==> src/logic/idec_map.svh <==
// Opcode patterns, lengths and cycle counts of the instruction decoder.
// Definitions only; included by the instr_decode module alone.
`ifndef IDEC_MAP_SVH
`define IDEC_MAP_SVH

`define RST_OPCODE 8'h00
`define LEN_1 2'h1
`define LEN_2 2'h2
`define LEN_3 2'h3
`define CYC_UNSUP 4'h1
`define CYC_SHORT 4'h2
`define CYC_LONG 4'h4
`define CYC_MEM 4'h8

// Arithmetic and logic groups: high nibble picks the operation
`define GRP_ADD 4'h2
`define GRP_ADDC 4'h3
`define GRP_ORL 4'h4
`define GRP_ANL 4'h5
`define GRP_XRL 4'h6
`define GRP_SUBB 4'h9
// Low nibble picks the operand form
`define FORM_DIR_A 4'h2
`define FORM_DIR_IMM 4'h3
`define FORM_IMM 4'h4
`define FORM_DIR 4'h5

`define OPC_RL 8'h23
`define OPC_RLC 8'h33
`define OPC_RR 8'h03
`define OPC_RRC 8'h13
`define OPC_MOV_DD 8'h85
`define OPC_MOV_REG_DIR 8'b1010_1???
`define OPC_MOV_REG_IMM 8'b0111_1???
`define OPC_MOV_DIR_REG 8'b1000_1???
`define OPC_MOV_DIR_A 8'hf5
`define OPC_LOAD_PTR 8'h90
`define OPC_CODE_PTR 8'h93
`define OPC_CODE_PC 8'h83
`define OPC_EXT_RD16 8'he0
`define OPC_EXT_RD8 8'b1110_001?
`define OPC_EXT_WR16 8'hf0
`define OPC_EXT_WR8 8'b1111_001?
`define OPC_MOV_IND_IMM 8'b0111_011?
`define OPC_MOV_IND_DIR 8'b1010_011?
`define OPC_MOV_IND_A 8'b1111_011?
`define OPC_POP 8'hd0
`define OPC_PUSH 8'hc0
`define OPC_XCH_REG 8'b1100_1???
`define OPC_XCH_DIR 8'hc5
`define OPC_XCH_IND 8'b1100_011?
`define OPC_XCH_LOW 8'b1101_011?
`define OPC_ANL_C 8'h82
`define OPC_ANL_NC 8'hb0
`define OPC_ORL_C 8'h72
`define OPC_ORL_NC 8'ha0
`define OPC_MOV_C_BIT 8'ha2
`define OPC_MOV_BIT_C 8'h92

`endif

==> src/logic/idec_pkg.sv <==
// Types shared by the instruction decoder files.
// Assumes nothing of its surroundings.
package idec_pkg;

    typedef enum logic [4:0] {
        OP_UNSUP, OP_ADD, OP_ADDC, OP_SUBB, OP_ANL, OP_ORL, OP_XRL,
        OP_ROT_L, OP_ROT_LC, OP_ROT_R, OP_ROT_RC, OP_MOV, OP_LOAD_PTR,
        OP_CODE_RD, OP_EXT_RD, OP_EXT_WR, OP_PUSH, OP_POP, OP_XCH,
        OP_XCH_LOW, OP_ANL_C, OP_ANL_NC, OP_ORL_C, OP_ORL_NC, OP_MOV_C
    } op_class_e;

    typedef enum logic [3:0] {
        AM_NONE, AM_ACC, AM_REG, AM_DIRECT, AM_INDIRECT, AM_IMM,
        AM_PTR16, AM_CODE_PTR, AM_CODE_PC, AM_EXT8, AM_EXT16, AM_BIT,
        AM_CARRY, AM_STACK
    } addr_mode_e;

    typedef struct packed {
        op_class_e cls;
        addr_mode_e src;
        addr_mode_e dst;
        logic [1:0] len;
        logic [3:0] cyc;
    } dec_s;

endpackage

==> src/logic/instr_decode.sv <==
// Instruction fetch, decode and execution timing for the accumulator core.
// Assumes program memory hands bytes over a valid/ready pair and that the
// datapath acts on the decoded fields while o_busy is high.
`include "idec_map.svh"

module instr_decode
    import idec_pkg::*;
(
    // Clock and reset
    input wire logic i_sys_clk,
    input wire logic i_srst,
    // Program memory byte stream
    input wire logic i_code_valid,
    input wire logic [7:0] i_code_byte,
    output logic o_code_ready,
    // Decoded instruction
    output logic o_dec_valid,
    output logic o_unsupported,
    output logic [7:0] o_opcode,
    output op_class_e o_op_class,
    output addr_mode_e o_src_mode,
    output addr_mode_e o_dst_mode,
    output logic [1:0] o_length,
    output logic [3:0] o_cycles,
    output logic [2:0] o_reg_num,
    output logic o_ptr_sel,
    output logic [7:0] o_operand1,
    output logic [7:0] o_operand2,
    // Execution phase
    output logic o_busy,
    output logic o_done,
    // Memory side strobes, level for the whole execution phase
    output logic o_code_rd,
    output logic o_ext_rd,
    output logic o_ext_wr,
    output logic o_ext_wide
);

    typedef enum logic [1:0] {
        ST_OPCODE, ST_BYTE2, ST_BYTE3, ST_EXEC
    } state_e;

    function automatic dec_s mk(input op_class_e c, input addr_mode_e s,
                                input addr_mode_e d, input logic [1:0] l,
                                input logic [3:0] n);
        dec_s r;
        r.cls = c;
        r.src = s;
        r.dst = d;
        r.len = l;
        r.cyc = n;
        mk = r;
    endfunction

    function automatic op_class_e alu_class(input logic [3:0] hi);
        case (hi)
            `GRP_ADD: alu_class = OP_ADD;
            `GRP_ADDC: alu_class = OP_ADDC;
            `GRP_SUBB: alu_class = OP_SUBB;
            `GRP_ANL: alu_class = OP_ANL;
            `GRP_ORL: alu_class = OP_ORL;
            `GRP_XRL: alu_class = OP_XRL;
            default: alu_class = OP_UNSUP;
        endcase
    endfunction

    // Accumulator forms shared by all six arithmetic and logic groups
    function automatic dec_s alu_form(input logic [7:0] op);
        op_class_e c;
        c = alu_class(op[7:4]);
        if (op[3]) begin
            alu_form = mk(c, AM_REG, AM_ACC, `LEN_1, `CYC_SHORT);
        end else if (op[3:1] == 3'h3) begin
            alu_form = mk(c, AM_INDIRECT, AM_ACC, `LEN_1, `CYC_SHORT);
        end else if (op[3:0] == `FORM_DIR) begin
            alu_form = mk(c, AM_DIRECT, AM_ACC, `LEN_2, `CYC_SHORT);
        end else begin
            alu_form = mk(c, AM_IMM, AM_ACC, `LEN_2, `CYC_SHORT);
        end
    endfunction

    function automatic dec_s decode_op(input logic [7:0] op);
        logic alu_grp;
        logic logic_grp;
        dec_s d;
        alu_grp = (alu_class(op[7:4]) != OP_UNSUP);
        logic_grp = (op[7:4] == `GRP_ANL) || (op[7:4] == `GRP_ORL) ||
                    (op[7:4] == `GRP_XRL);
        d = mk(OP_UNSUP, AM_NONE, AM_NONE, `LEN_1, `CYC_UNSUP);
        if (alu_grp && op[3:0] >= `FORM_IMM) begin
            d = alu_form(op);
        end else if (logic_grp && op[3:0] == `FORM_DIR_A) begin
            d = mk(alu_class(op[7:4]), AM_ACC, AM_DIRECT, `LEN_2,
                   `CYC_SHORT);
        end else if (logic_grp && op[3:0] == `FORM_DIR_IMM) begin
            d = mk(alu_class(op[7:4]), AM_IMM, AM_DIRECT, `LEN_3,
                   `CYC_LONG);
        end else begin
            casez (op)
                `OPC_RL: d = mk(OP_ROT_L, AM_ACC, AM_ACC, `LEN_1,
                                `CYC_SHORT);
                `OPC_RLC: d = mk(OP_ROT_LC, AM_ACC, AM_ACC, `LEN_1,
                                 `CYC_SHORT);
                `OPC_RR: d = mk(OP_ROT_R, AM_ACC, AM_ACC, `LEN_1,
                                `CYC_SHORT);
                `OPC_RRC: d = mk(OP_ROT_RC, AM_ACC, AM_ACC, `LEN_1,
                                 `CYC_SHORT);
                `OPC_MOV_DD: d = mk(OP_MOV, AM_DIRECT, AM_DIRECT, `LEN_3,
                                    `CYC_LONG);
                `OPC_MOV_REG_DIR: d = mk(OP_MOV, AM_DIRECT, AM_REG, `LEN_2,
                                         `CYC_LONG);
                `OPC_MOV_REG_IMM: d = mk(OP_MOV, AM_IMM, AM_REG, `LEN_2,
                                         `CYC_SHORT);
                `OPC_MOV_DIR_REG: d = mk(OP_MOV, AM_REG, AM_DIRECT, `LEN_2,
                                         `CYC_LONG);
                `OPC_MOV_DIR_A: d = mk(OP_MOV, AM_ACC, AM_DIRECT, `LEN_2,
                                       `CYC_SHORT);
                `OPC_LOAD_PTR: d = mk(OP_LOAD_PTR, AM_IMM, AM_PTR16, `LEN_3,
                                      `CYC_LONG);
                `OPC_CODE_PTR: d = mk(OP_CODE_RD, AM_CODE_PTR, AM_ACC,
                                      `LEN_1, `CYC_MEM);
                `OPC_CODE_PC: d = mk(OP_CODE_RD, AM_CODE_PC, AM_ACC,
                                     `LEN_1, `CYC_MEM);
                `OPC_EXT_RD16: d = mk(OP_EXT_RD, AM_EXT16, AM_ACC, `LEN_1,
                                      `CYC_MEM);
                `OPC_EXT_RD8: d = mk(OP_EXT_RD, AM_EXT8, AM_ACC, `LEN_1,
                                     `CYC_MEM);
                `OPC_EXT_WR16: d = mk(OP_EXT_WR, AM_ACC, AM_EXT16, `LEN_1,
                                      `CYC_MEM);
                `OPC_EXT_WR8: d = mk(OP_EXT_WR, AM_ACC, AM_EXT8, `LEN_1,
                                     `CYC_MEM);
                `OPC_MOV_IND_IMM: d = mk(OP_MOV, AM_IMM, AM_INDIRECT,
                                         `LEN_2, `CYC_SHORT);
                `OPC_MOV_IND_DIR: d = mk(OP_MOV, AM_DIRECT, AM_INDIRECT,
                                         `LEN_2, `CYC_LONG);
                `OPC_MOV_IND_A: d = mk(OP_MOV, AM_ACC, AM_INDIRECT,
                                       `LEN_1, `CYC_SHORT);
                `OPC_POP: d = mk(OP_POP, AM_STACK, AM_DIRECT, `LEN_2,
                                 `CYC_LONG);
                `OPC_PUSH: d = mk(OP_PUSH, AM_DIRECT, AM_STACK, `LEN_2,
                                  `CYC_LONG);
                `OPC_XCH_REG: d = mk(OP_XCH, AM_REG, AM_ACC, `LEN_1,
                                    `CYC_SHORT);
                `OPC_XCH_DIR: d = mk(OP_XCH, AM_DIRECT, AM_ACC, `LEN_2,
                                     `CYC_SHORT);
                `OPC_XCH_IND: d = mk(OP_XCH, AM_INDIRECT, AM_ACC, `LEN_1,
                                     `CYC_SHORT);
                `OPC_XCH_LOW: d = mk(OP_XCH_LOW, AM_INDIRECT, AM_ACC, `LEN_1,
                                  `CYC_SHORT);
                `OPC_ANL_C: d = mk(OP_ANL_C, AM_BIT, AM_CARRY, `LEN_2,
                                   `CYC_LONG);
                `OPC_ANL_NC: d = mk(OP_ANL_NC, AM_BIT, AM_CARRY, `LEN_2,
                                    `CYC_LONG);
                `OPC_ORL_C: d = mk(OP_ORL_C, AM_BIT, AM_CARRY, `LEN_2,
                                   `CYC_LONG);
                `OPC_ORL_NC: d = mk(OP_ORL_NC, AM_BIT, AM_CARRY, `LEN_2,
                                    `CYC_LONG);
                `OPC_MOV_C_BIT: d = mk(OP_MOV_C, AM_BIT, AM_CARRY, `LEN_2,
                                       `CYC_SHORT);
                `OPC_MOV_BIT_C: d = mk(OP_MOV_C, AM_CARRY, AM_BIT, `LEN_2,
                                       `CYC_LONG);
                default: d = mk(OP_UNSUP, AM_NONE, AM_NONE, `LEN_1,
                                `CYC_UNSUP);
            endcase
        end
        decode_op = d;
    endfunction

    state_e state;
    state_e next_state;
    dec_s tbl;
    logic take;
    logic take_op;
    logic take_b2;
    logic take_b3;
    logic last_byte;
    op_class_e cur_cls;
    addr_mode_e cur_src;
    addr_mode_e cur_dst;
    logic [3:0] start_cycles;
    logic cur_wide;
    logic [2:0] fld_reg;
    logic fld_ptr;
    logic next_code_rd;
    logic next_ext_rd;
    logic next_ext_wr;
    logic next_ext_wide;

    assign tbl = decode_op(i_code_byte);
    assign take = o_code_ready && i_code_valid;
    assign take_op = take && (state == ST_OPCODE);
    assign take_b2 = take && (state == ST_BYTE2);
    assign take_b3 = take && (state == ST_BYTE3);
    // A one-byte opcode starts execution in the cycle it is taken
    assign last_byte = (take_op && tbl.len == `LEN_1) ||
                       (take_b2 && o_length == `LEN_2) || take_b3;
    assign cur_cls = take_op ? tbl.cls : o_op_class;
    assign cur_src = take_op ? tbl.src : o_src_mode;
    assign cur_dst = take_op ? tbl.dst : o_dst_mode;
    assign start_cycles = take_op ? tbl.cyc : o_cycles;
    assign cur_wide = (cur_src == AM_EXT16) || (cur_dst == AM_EXT16);

    // Strobes rise with the start and drop after the final cycle
    assign next_code_rd = last_byte ? (cur_cls == OP_CODE_RD) :
                          (o_done ? 1'b0 : o_code_rd);
    assign next_ext_rd = last_byte ? (cur_cls == OP_EXT_RD) :
                         (o_done ? 1'b0 : o_ext_rd);
    assign next_ext_wr = last_byte ? (cur_cls == OP_EXT_WR) :
                         (o_done ? 1'b0 : o_ext_wr);
    assign next_ext_wide = last_byte ? cur_wide :
                           (o_done ? 1'b0 : o_ext_wide);

    always_comb begin
        next_state = state;
        case (state)
            ST_OPCODE: begin
                if (take) begin
                    next_state = last_byte ? ST_EXEC : ST_BYTE2;
                end
            end
            ST_BYTE2: begin
                if (take) begin
                    next_state = last_byte ? ST_EXEC : ST_BYTE3;
                end
            end
            ST_BYTE3: begin
                if (take) begin
                    next_state = ST_EXEC;
                end
            end
            ST_EXEC: begin
                if (o_done) begin
                    next_state = ST_OPCODE;
                end
            end
            default: next_state = ST_OPCODE;
        endcase
    end

    operand_field i_operand_field (
        .i_opcode(i_code_byte),
        .i_src_mode(tbl.src),
        .i_dst_mode(tbl.dst),
        .o_reg_num(fld_reg),
        .o_ptr_sel(fld_ptr)
    );

    exec_timer i_exec_timer (
        .i_sys_clk(i_sys_clk),
        .i_srst(i_srst),
        .i_start(last_byte),
        .i_cycles(start_cycles),
        .o_busy(o_busy),
        .o_last(o_done)
    );

    // Fetch is held off for the whole execution phase
    always_ff @(posedge i_sys_clk) begin
        if (i_srst) begin
            state <= ST_OPCODE;
            o_code_ready <= 1'b0;
            o_dec_valid <= 1'b0;
            o_unsupported <= 1'b0;
            o_code_rd <= 1'b0;
            o_ext_rd <= 1'b0;
            o_ext_wr <= 1'b0;
            o_ext_wide <= 1'b0;
        end else begin
            state <= next_state;
            o_code_ready <= (next_state != ST_EXEC);
            o_dec_valid <= last_byte;
            o_unsupported <= last_byte && (cur_cls == OP_UNSUP);
            o_code_rd <= next_code_rd;
            o_ext_rd <= next_ext_rd;
            o_ext_wr <= next_ext_wr;
            o_ext_wide <= next_ext_wide;
        end
    end

    always_ff @(posedge i_sys_clk) begin
        if (i_srst) begin
            o_opcode <= `RST_OPCODE;
            o_op_class <= OP_UNSUP;
            o_src_mode <= AM_NONE;
            o_dst_mode <= AM_NONE;
            o_length <= `LEN_1;
            o_cycles <= `CYC_UNSUP;
            o_reg_num <= 3'h0;
            o_ptr_sel <= 1'b0;
        end else if (take_op) begin
            o_opcode <= i_code_byte;
            o_op_class <= tbl.cls;
            o_src_mode <= tbl.src;
            o_dst_mode <= tbl.dst;
            o_length <= tbl.len;
            o_cycles <= tbl.cyc;
            o_reg_num <= fld_reg;
            o_ptr_sel <= fld_ptr;
        end
    end

    // Operand bytes keep old values for shorter instructions
    always_ff @(posedge i_sys_clk) begin
        if (i_srst) begin
            o_operand1 <= 8'h00;
            o_operand2 <= 8'h00;
        end else begin
            if (take_b2) begin
                o_operand1 <= i_code_byte;
            end
            if (take_b3) begin
                o_operand2 <= i_code_byte;
            end
        end
    end

    no_fetch_busy_a: assert property (
        @(posedge i_sys_clk) disable iff (i_srst)
        o_busy |-> !o_code_ready)
        else $error("fetch ready during execution");

    done_reopen_a: assert property (
        @(posedge i_sys_clk) disable iff (i_srst)
        o_done |=> o_code_ready && !o_busy && !o_done)
        else $error("fetch not reopened after last cycle");

    add_two_cyc_a: assert property (
        @(posedge i_sys_clk) disable iff (i_srst)
        o_dec_valid && o_op_class == OP_ADD |->
            o_busy [*2] ##1 !o_busy)
        else $error("add did not take two cycles");

    anl_imm_dir_a: assert property (
        @(posedge i_sys_clk) disable iff (i_srst)
        o_dec_valid && o_opcode == {`GRP_ANL, `FORM_DIR_IMM} |->
            o_length == `LEN_3 && o_busy [*4] ##1 !o_busy)
        else $error("and immediate to direct timing wrong");

    pointer_load_a: assert property (
        @(posedge i_sys_clk) disable iff (i_srst)
        o_dec_valid && o_opcode == `OPC_LOAD_PTR |->
            o_length == `LEN_3 && o_cycles == `CYC_LONG &&
            o_dst_mode == AM_PTR16)
        else $error("data pointer load decoded wrong");

    code_read_a: assert property (
        @(posedge i_sys_clk) disable iff (i_srst)
        o_dec_valid && o_op_class == OP_CODE_RD |->
            (o_busy && o_code_rd) [*8] ##1 !o_busy && !o_code_rd)
        else $error("code memory read not eight cycles");

    ext_read_wide_a: assert property (
        @(posedge i_sys_clk) disable iff (i_srst)
        o_dec_valid && o_opcode == `OPC_EXT_RD16 |->
            o_ext_rd && o_ext_wide && !o_ext_wr)
        else $error("wide external read strobes wrong");

    ext_write_a: assert property (
        @(posedge i_sys_clk) disable iff (i_srst)
        o_dec_valid && (o_opcode ==? `OPC_EXT_WR8) |->
            (o_ext_wr && !o_ext_wide) [*8] ##1 !o_ext_wr)
        else $error("narrow external write strobes wrong");

    reg_number_a: assert property (
        @(posedge i_sys_clk) disable iff (i_srst)
        o_dec_valid && (o_src_mode == AM_REG || o_dst_mode == AM_REG)
            |-> o_reg_num == o_opcode[2:0])
        else $error("register number not from opcode");

    pointer_sel_a: assert property (
        @(posedge i_sys_clk) disable iff (i_srst)
        o_dec_valid && (o_src_mode == AM_INDIRECT ||
            o_dst_mode == AM_INDIRECT) |-> o_ptr_sel == o_opcode[0])
        else $error("pointer select not from opcode bit 0");

endmodule // instr_decode

==> src/logic/exec_timer.sv <==
// Execution phase counter: holds busy for a given number of cycles.
// Started by the decoder on the cycle the last instruction byte is taken.
module exec_timer
    import idec_pkg::*;
(
    // Clock and reset
    input wire logic i_sys_clk,
    input wire logic i_srst,
    // Start request
    input wire logic i_start,
    input wire logic [3:0] i_cycles,
    // Phase
    output logic o_busy,
    output logic o_last
);

    logic [3:0] remain;

    always_ff @(posedge i_sys_clk) begin
        if (i_srst) begin
            remain <= 4'h0;
            o_busy <= 1'b0;
            o_last <= 1'b0;
        end else if (i_start) begin
            remain <= i_cycles - 4'h1;
            o_busy <= 1'b1;
            o_last <= (i_cycles == 4'h1);
        end else if (o_busy) begin
            remain <= remain - 4'h1;
            o_last <= (remain == 4'h1);
            o_busy <= !o_last;
        end
    end

endmodule // exec_timer

==> src/logic/operand_field.sv <==
// Register number and pointer select taken from the opcode's low bits.
// Pure decode; the caller registers the results.
module operand_field
    import idec_pkg::*;
(
    // Decoded opcode
    input wire logic [7:0] i_opcode,
    input wire addr_mode_e i_src_mode,
    input wire addr_mode_e i_dst_mode,
    // Fields
    output logic [2:0] o_reg_num,
    output logic o_ptr_sel
);

    function automatic logic uses(input addr_mode_e a, input addr_mode_e b,
                                  input addr_mode_e m);
        uses = (a == m) || (b == m);
    endfunction

    logic uses_reg;
    logic uses_ptr;
    assign uses_reg = uses(i_src_mode, i_dst_mode, AM_REG);
    assign uses_ptr = uses(i_src_mode, i_dst_mode, AM_INDIRECT) ||
                      uses(i_src_mode, i_dst_mode, AM_EXT8);
    // Unused fields read zero so stale bits never look meaningful
    assign o_reg_num = uses_reg ? i_opcode[2:0] : 3'h0;
    assign o_ptr_sel = uses_ptr ? i_opcode[0] : 1'b0;

endmodule // operand_field

==> config.mk <==
export PLATFORM = sky130hd
export DESIGN_NAME = instr_decode
export DESIGN_NICKNAME = d
export VERILOG_FILES = /design/src/logic/idec_pkg.sv /design/src/logic/instr_decode.sv /design/src/logic/exec_timer.sv /design/src/logic/operand_field.sv
export VERILOG_INCLUDE_DIRS = /design/src /design/src/logic
export SDC_FILE = /design/constraint.sdc
export NUM_CORES = 1
export LEC_CHECK = 0
export BUFFER_PORTS_ARGS = -buffer_cell sky130_fd_sc_hd__buf_2
export CAP_MARGIN = 5
export CORE_UTILIZATION = 51
export DETAILED_ROUTE_END_ITERATION = 8
export PLACE_DENSITY = 0.78
export SLEW_MARGIN = 20
export SYNTH_ARGS = -nofsm -noshare
export SYNTH_HDL_FRONTEND = slang
export SYNTH_SLANG_ARGS = --single-unit
==> constraint.sdc <==
create_clock -name i_sys_clk -period 2.5 [get_ports i_sys_clk]
set_clock_uncertainty 0.1 [all_clocks]
set_input_delay 0.5 -clock i_sys_clk [delete_from_list [all_inputs] [get_ports i_sys_clk]]
set_output_delay 0.5 -clock i_sys_clk [all_outputs]
set_load 0.05 [all_outputs]
# ---- Word level (Yosys, flattened, before mapping)
# Index checks and enable logic that the tools add are counted.
dict set report totals {
  word_cells 141
  in_bits 11
  ff_bits 62
}
dict set report classes {
  eq_ne 60
  muxes 32
  n_addsub 2
  magnitude_cmp 1
  reduce_logical 25
}
# cell count
set ops {}
lappend ops {{$pmux W19 S31} 1}
lappend ops {{$eq A8 B8 Y1 const B} 15}
lappend ops {{$mux W19} 3}
lappend ops {{$eq A7 B7 Y1 const B} 6}
lappend ops {{$mux W13} 3}
lappend ops {{$eq A4 B2 Y1 const B} 6}
lappend ops {{$eq A4 B3 Y1 const B} 6}
lappend ops {{$eq A4 B4 Y1 const B} 5}
lappend ops {{$eq A5 B4 Y1 const B} 4}
lappend ops {{$mux W4} 5}
lappend ops {{$pmux W3 S6} 1}
lappend ops {{$eq A8 B6 Y1 const B} 2}
lappend ops {{$eq A5 B5 Y1 const B} 3}
lappend ops {{$mux W1} 11}
lappend ops {{$logic_and A1 B1 Y1} 10}
lappend ops {{$mux W2} 5}
lappend ops {{$logic_or A1 B1 Y1} 9}
lappend ops {{$eq A4 B1 Y1 const B} 2}
lappend ops {{$eq A8 B2 Y1 const B} 1}
lappend ops {{$eq A8 B5 Y1 const B} 1}
lappend ops {{$eq A8 B7 Y1 const B} 1}
lappend ops {{$pmux W2 S4} 1}
lappend ops {{$sub A4 B1 Y4 const B} 2}
lappend ops {{$eq A7 B6 Y1 const B} 1}
lappend ops {{other kinds (12)} 16}

# ---- Longest topological paths before layout
dict set report depth {
  word_depth 15
  depth_mapped 13
  mapped_depth_nobuf 10
}

# ---- Modules after synthesis
# A second synthesis with hierarchy kept.
dict set report unflattened {
  cells_unflattened 551
  hier_area_um2 4067.7
}
# module area_per_inst_um2 n_inst seq_area_each_um2 cells_each
set modules_own_cells {}
lappend modules_own_cells {instr_decode 3588.4 1 1121.1 494}
lappend modules_own_cells {exec_timer 382.9 1 120.1 42}
lappend modules_own_cells {operand_field 96.3 1 0.0 15}

# ---- Worst setup path before layout
# No wires, ideal clock.
dict set report synth_path {
  kind {input -> register}
  startpoint {input port i_code_byte[0]}
  endpoint {register i_exec_timer.remain[2]}
  n_path_buf 1
  arrival_time_ns 2.465
  cell_stages 11
  setup_slack_ns -0.151
  cell_sequence {or3_1 > buf_2 > or4b_1 > nand4_1 > and4bb_1 > nand4b_2 > nand2_1 > inv_1 > ha_1 > xnor2_1 > a211oi_1}
}
dict set report synth_via {
  word_cells_on_any_way 38
  cone_classes {add/sub: 1; order compare: 1; eq/ne: 23; mux: 6; reduce/logical: 7}
}
# element line
set synth_lines {}
lappend synth_lines {{start, declared} instr_decode.sv:14} ;# input wire logic [7:0] i_code_byte,
lappend synth_lines {{$eq A8 B8 Y1 (tied with other cells)} instr_decode.sv:99} ;# casez (op)
lappend synth_lines {{$pmux W19 S31 or $logic_and A1 B1 Y1 (tied branches)} -}
lappend synth_lines {{$mux W19} instr_decode.sv:95} ;# end else if (logic_grp && op[3:0] == `FORM_DIR_IMM) begin
lappend synth_lines {{$mux W19} instr_decode.sv:92} ;# end else if (logic_grp && op[3:0] == `FORM_DIR_A) begin
lappend synth_lines {{$mux W19 *} instr_decode.sv:90} ;# if (alu_grp && op[3:0] >= `FORM_IMM) begin
lappend synth_lines {{$mux W4 *} -}
lappend synth_lines {{net i_exec_timer.i_cycles[0]} exec_timer.sv:11} ;# input wire logic [3:0] i_cycles,
lappend synth_lines {{$sub A4 B1 Y4 *} exec_timer.sv:25} ;# remain <= i_cycles - 4'h1;
lappend synth_lines {{$mux W4 *} exec_timer.sv:24} ;# end else if (i_start) begin
lappend synth_lines {{end signal, assigned} exec_timer.sv:25}
lappend synth_lines {{end signal, assigned} exec_timer.sv:29} ;# remain <= remain - 4'h1;
lappend synth_lines {{end, declared} exec_timer.sv:17} ;# logic [3:0] remain;
# The timed path passes the listed nets; every way through them passes the cells marked *.
# A chain may end at the register's enable or synchronous reset.

# ---- Worst setup path after layout
dict set report layout_path {
  startpoint {input port i_code_byte[5]}
  endpoint {register o_ext_wide}
}
dict set report layout_via {
  elab_chain_cells 12
  word_cells_on_any_way 59
  cone_classes {eq/ne: 40; mux: 8; reduce/logical: 11}
}
# element line
set layout_rtl {}
lappend layout_rtl {{branches (longest 6 deep; another with $pmux W19 S31)} -}
lappend layout_rtl {{$mux W19 *} instr_decode.sv:90}
lappend layout_rtl {{$eq A2 B1 Y1 (no line)} -}
lappend layout_rtl {{$logic_and A1 B1 Y1 (no line)} -}
lappend layout_rtl {{$logic_or A1 B1 Y1 (2 in a row)} instr_decode.sv:195} ;# assign last_byte = (take_op && tbl.len == `LEN_1) ||
lappend layout_rtl {{$mux W1 or $reduce_bool A2 Y1 (tied branches)} -}
lappend layout_rtl {{end signal, assigned} instr_decode.sv:276} ;# o_ext_wide <= next_ext_wide;
lappend layout_rtl {{end, declared} instr_decode.sv:36} ;# output logic o_ext_wide
# Every way passes the cells marked *.

==> metrics.cfg <==
[floorplan]
die_w_um=89.74
io_pins=67
rows=31
coreArea_um2=7331
starting_utilization_of_the_core_area_pct=53.56
floorplan.die_area_um2=8053
die_height_um=89.74

[detailed_routing]
finalWirelength_um=15750
detailroute.via_count=5013
drt-vias-per-instance=6.251
detail-route-antenna-nets=0
detailedRoute.firstIterationViolations=729
drt-pass1-iter-count=6
wl_per_cell_um=19.64
detail_route.drc_violations=0

[sta]
fin_hold_ws_ns=0.2676
finalCritPeriodShare_pct=101.4
timing.max_slew.rel_slack_pct=58.41
timing.setup.tns_ns=-0.06561
worst-slew-pin-transition_ns=0.6239
fmax_mhz=394.3
final-setup-viol-count=4
final_max_slew_viol_count=0
final_hold_viol_count=0
layout_min_cycle_time_ns=2.536
finalWorstSetupSlack_ns=-0.03583
setup_repair_after_global_routing_missed_its_margin=true

[grt]
globalRouteTotalUtil_pct=38.18
grt.overflow.total=0
number_of_global_route_vias_before_repair=4614
antenna_violations_before_repair=0
first_pass_grt_wire_length_um=24340
grt_max_degree=59

[synthesis]
number_of_warnings_issued_by_yosys=0
netlist-cell-type-count=82
synth_top_flop_cell=dfxtp_1
postSynthNetCount=530
synth_top_cell_by_area=dfxtp_1
synth.ff_latch_count=62
syn_area_per_cell_um2=7.624
number_of_enable_type_register_cells_in_the_synthesized_netlist=0
post_synth_inst_count=515
synthTopCellsByArea=dfxtp_1, nand2_1, a21oi_1
synthArstFlopShare_pct=0
synth_sequential_area_ratio_pct=31.61
mappedNetlistArea_um2=3926
netlist.area_leader.share_pct=31.61

[cts]
clock_latency_of_the_later_clocked_register_in_the_worst_skew_pair_ns=0.34
ctsHoldBuffers=0
clock_sinks=62
cts_max_level=3
tritoncts.num_buffers=9
max-clock-path-buffers=2
cts-root-buf=clkbuf_8
worst_setup_hold_path_clk_slew_ns=0.07
tritoncts=yes

[place]
dp_slack_ns=-0.4365
buffers_added_on_ports=66
dpl.cell_count=772
hpwl_after_dpl_um=11400
gpl_wtd_cong=1.010
detailed_place.area_um2=5240

[job]
max_cap_violations=0

[worst_setup_path]
critical_path.most_common_cell=buf_4
worstReg2RegStart=state[1]
first_element_of_the_critical_path=i_code_byte[5]
timing.critical_path.to_type=flip-flop
criticalPathCategory=in -> reg
crit_path_cell_trace=buf_4, buf_4, and3b_1, and3_1, o21ai_0, nor3b_1, buf_4, o21ai_0, nand3b_1, o211ai_2
cp_data_required_time_ns=2.63
crit_path_max_incr_delay_ns=0.43
critPathLaunchType=primary input
cp.buffers_inverters=3
crit_slowest_cell=nor3b_1
timing.critical_path.arrival_ns=2.66
worst_path_dominant_cell_family=simple AND/OR/NAND/NOR gates
crit_path_max_fanout=14

[final_layout]
seq_area_um2=1242
diodes=0
utilization_pct=79.86
fill_cells=506
drive_gt1_share_pct=40.83
area_growth_pct=49.11
final_cells=802
layout.cells.most_common=buf_4
multi_input_logic_area_um2=2639
nets=714
layout.cell_area.non_filler_um2=5854
final_cell_mix=buf_4, nand2_1, dfxtp_1

[power]
design_internal_power_mw=2.058
p_switching_mw=1.052
p_comb_share_pct=32.3
peak_ir_drop_on_the_vdd_network_v=0.0004165
clkPwrFrac_pct=32.5
report.power.total_mw=3.110
switching_share_pct=33.82
total_leakage_power_nw=2.545
power_frac_seq_pct=35.2
power_density_nw_per_um2=531.2

[min_path]
hold_start=i_srst
hold_path.class=in -> reg

[run_status]
result_of_the_run=finished with violations
failed_checks=negative setup slack

-- registers in the layout (all words and copies together), names as in the netlist, 2 cells and up --
register / count
o_reg_num: 3
o_operand1: 8
o_cycles: 4
o_length: 2
o_opcode: 8
o_src_mode: 4
i_exec_timer.remain: 4
o_operand2: 8
o_dst_mode: 4
o_op_class: 5
state: 2
-- layout make-up --
type	instances	share of cell area [%]
inverters	13	0.8976
flip-flops and latches	62	21.22
repair buffers	216	26.89
clock buffers	12	2.650
multi-input cells	397	45.07
well taps	99	2.116
clock inverters	3	1.154
-- Yosys cell counts, drive strengths merged, types with 3 or more instances --
| cell | number |
|---|---|
| a211oi | 8 |
| a21o | 4 |
| a21oi | 52 |
| a22oi | 3 |
| a311oi | 3 |
| a31oi | 8 |
| a32o | 3 |
| and2 | 4 |
| and3 | 5 |
| and3b | 3 |
| and4bb | 4 |
| buf | 23 |
| clkbuf | 20 |
| dfxtp | 62 |
| ha | 4 |
| inv | 13 |
| nand2 | 80 |
| nand2b | 6 |
| nand3 | 12 |
| nand3b | 4 |
| nand4 | 12 |
| nand4b | 3 |
| nor2 | 47 |
| nor2b | 6 |
| nor3 | 15 |
| nor3b | 7 |
| nor4 | 4 |
| o211ai | 11 |
| o21ai | 24 |
| o221ai | 3 |
| o311ai | 3 |
| o31ai | 4 |
| o32ai | 5 |
| or2 | 5 |
| or3 | 4 |
| or3b | 4 |
| or4 | 3 |
| xnor2 | 3 |
| xor2 | 4 |
-- metal layers --
layer	vias up	track usage [%]	wire, um
met2	331	63.01	7315
li1	2242	-	-
met3	71	6.176	1463
met5	-	0	0
met1	2369	48.82	6157
met4	0	17.49	811
-- power groups by stage --
stage	Combinational (mW)	Clock [mW]	Sequential, mW
floorplan	0.397	0	1.25
global placement	0.862	0	1.11
detailed placement	0.881	0	1.11
CTS	0.910	1.01	1.09
global route	1.06	1.06	1.10
finish	1.00	1.01	1.09
-- kinds of logic (layout without fill, tap and decap cells) --
logic type / Yosys count / after routing / synth area share [%]
multiplexers: 1 / 1 / 0.2549
buffers and inverters: 56 / 244 / 6.342
XOR/XNOR: 7 / 7 / 1.562
flip-flops: 62 / 62 / 31.61
AO/OA/AOI/OAI: 146 / 146 / 25.56
adder cells (fa/ha/maj): 4 / 4 / 1.275
AND/OR/NAND/NOR: 239 / 239 / 33.40
-- path summary, 6_finish.rpt --
kind              endpoint  slack (ns)  cells after the start
max             o_ext_wide       -0.04                     10
min          o_dst_mode[1]        0.27                      2
max reg2reg     o_ext_wide        0.07                      7
min reg2reg    o_opcode[3]        0.36                      2
-- timing repair --
action | in CTS | in global routing
resized for setup | 13 | 48
setup buffers | 7 | 7
endpoints found under the setup margin | 8 | 18
cloned | 0 | 1
endpoints found under the hold margin | 0 | 0
pin swaps | 9 | 21
Power figures use the tool's default switching activity.
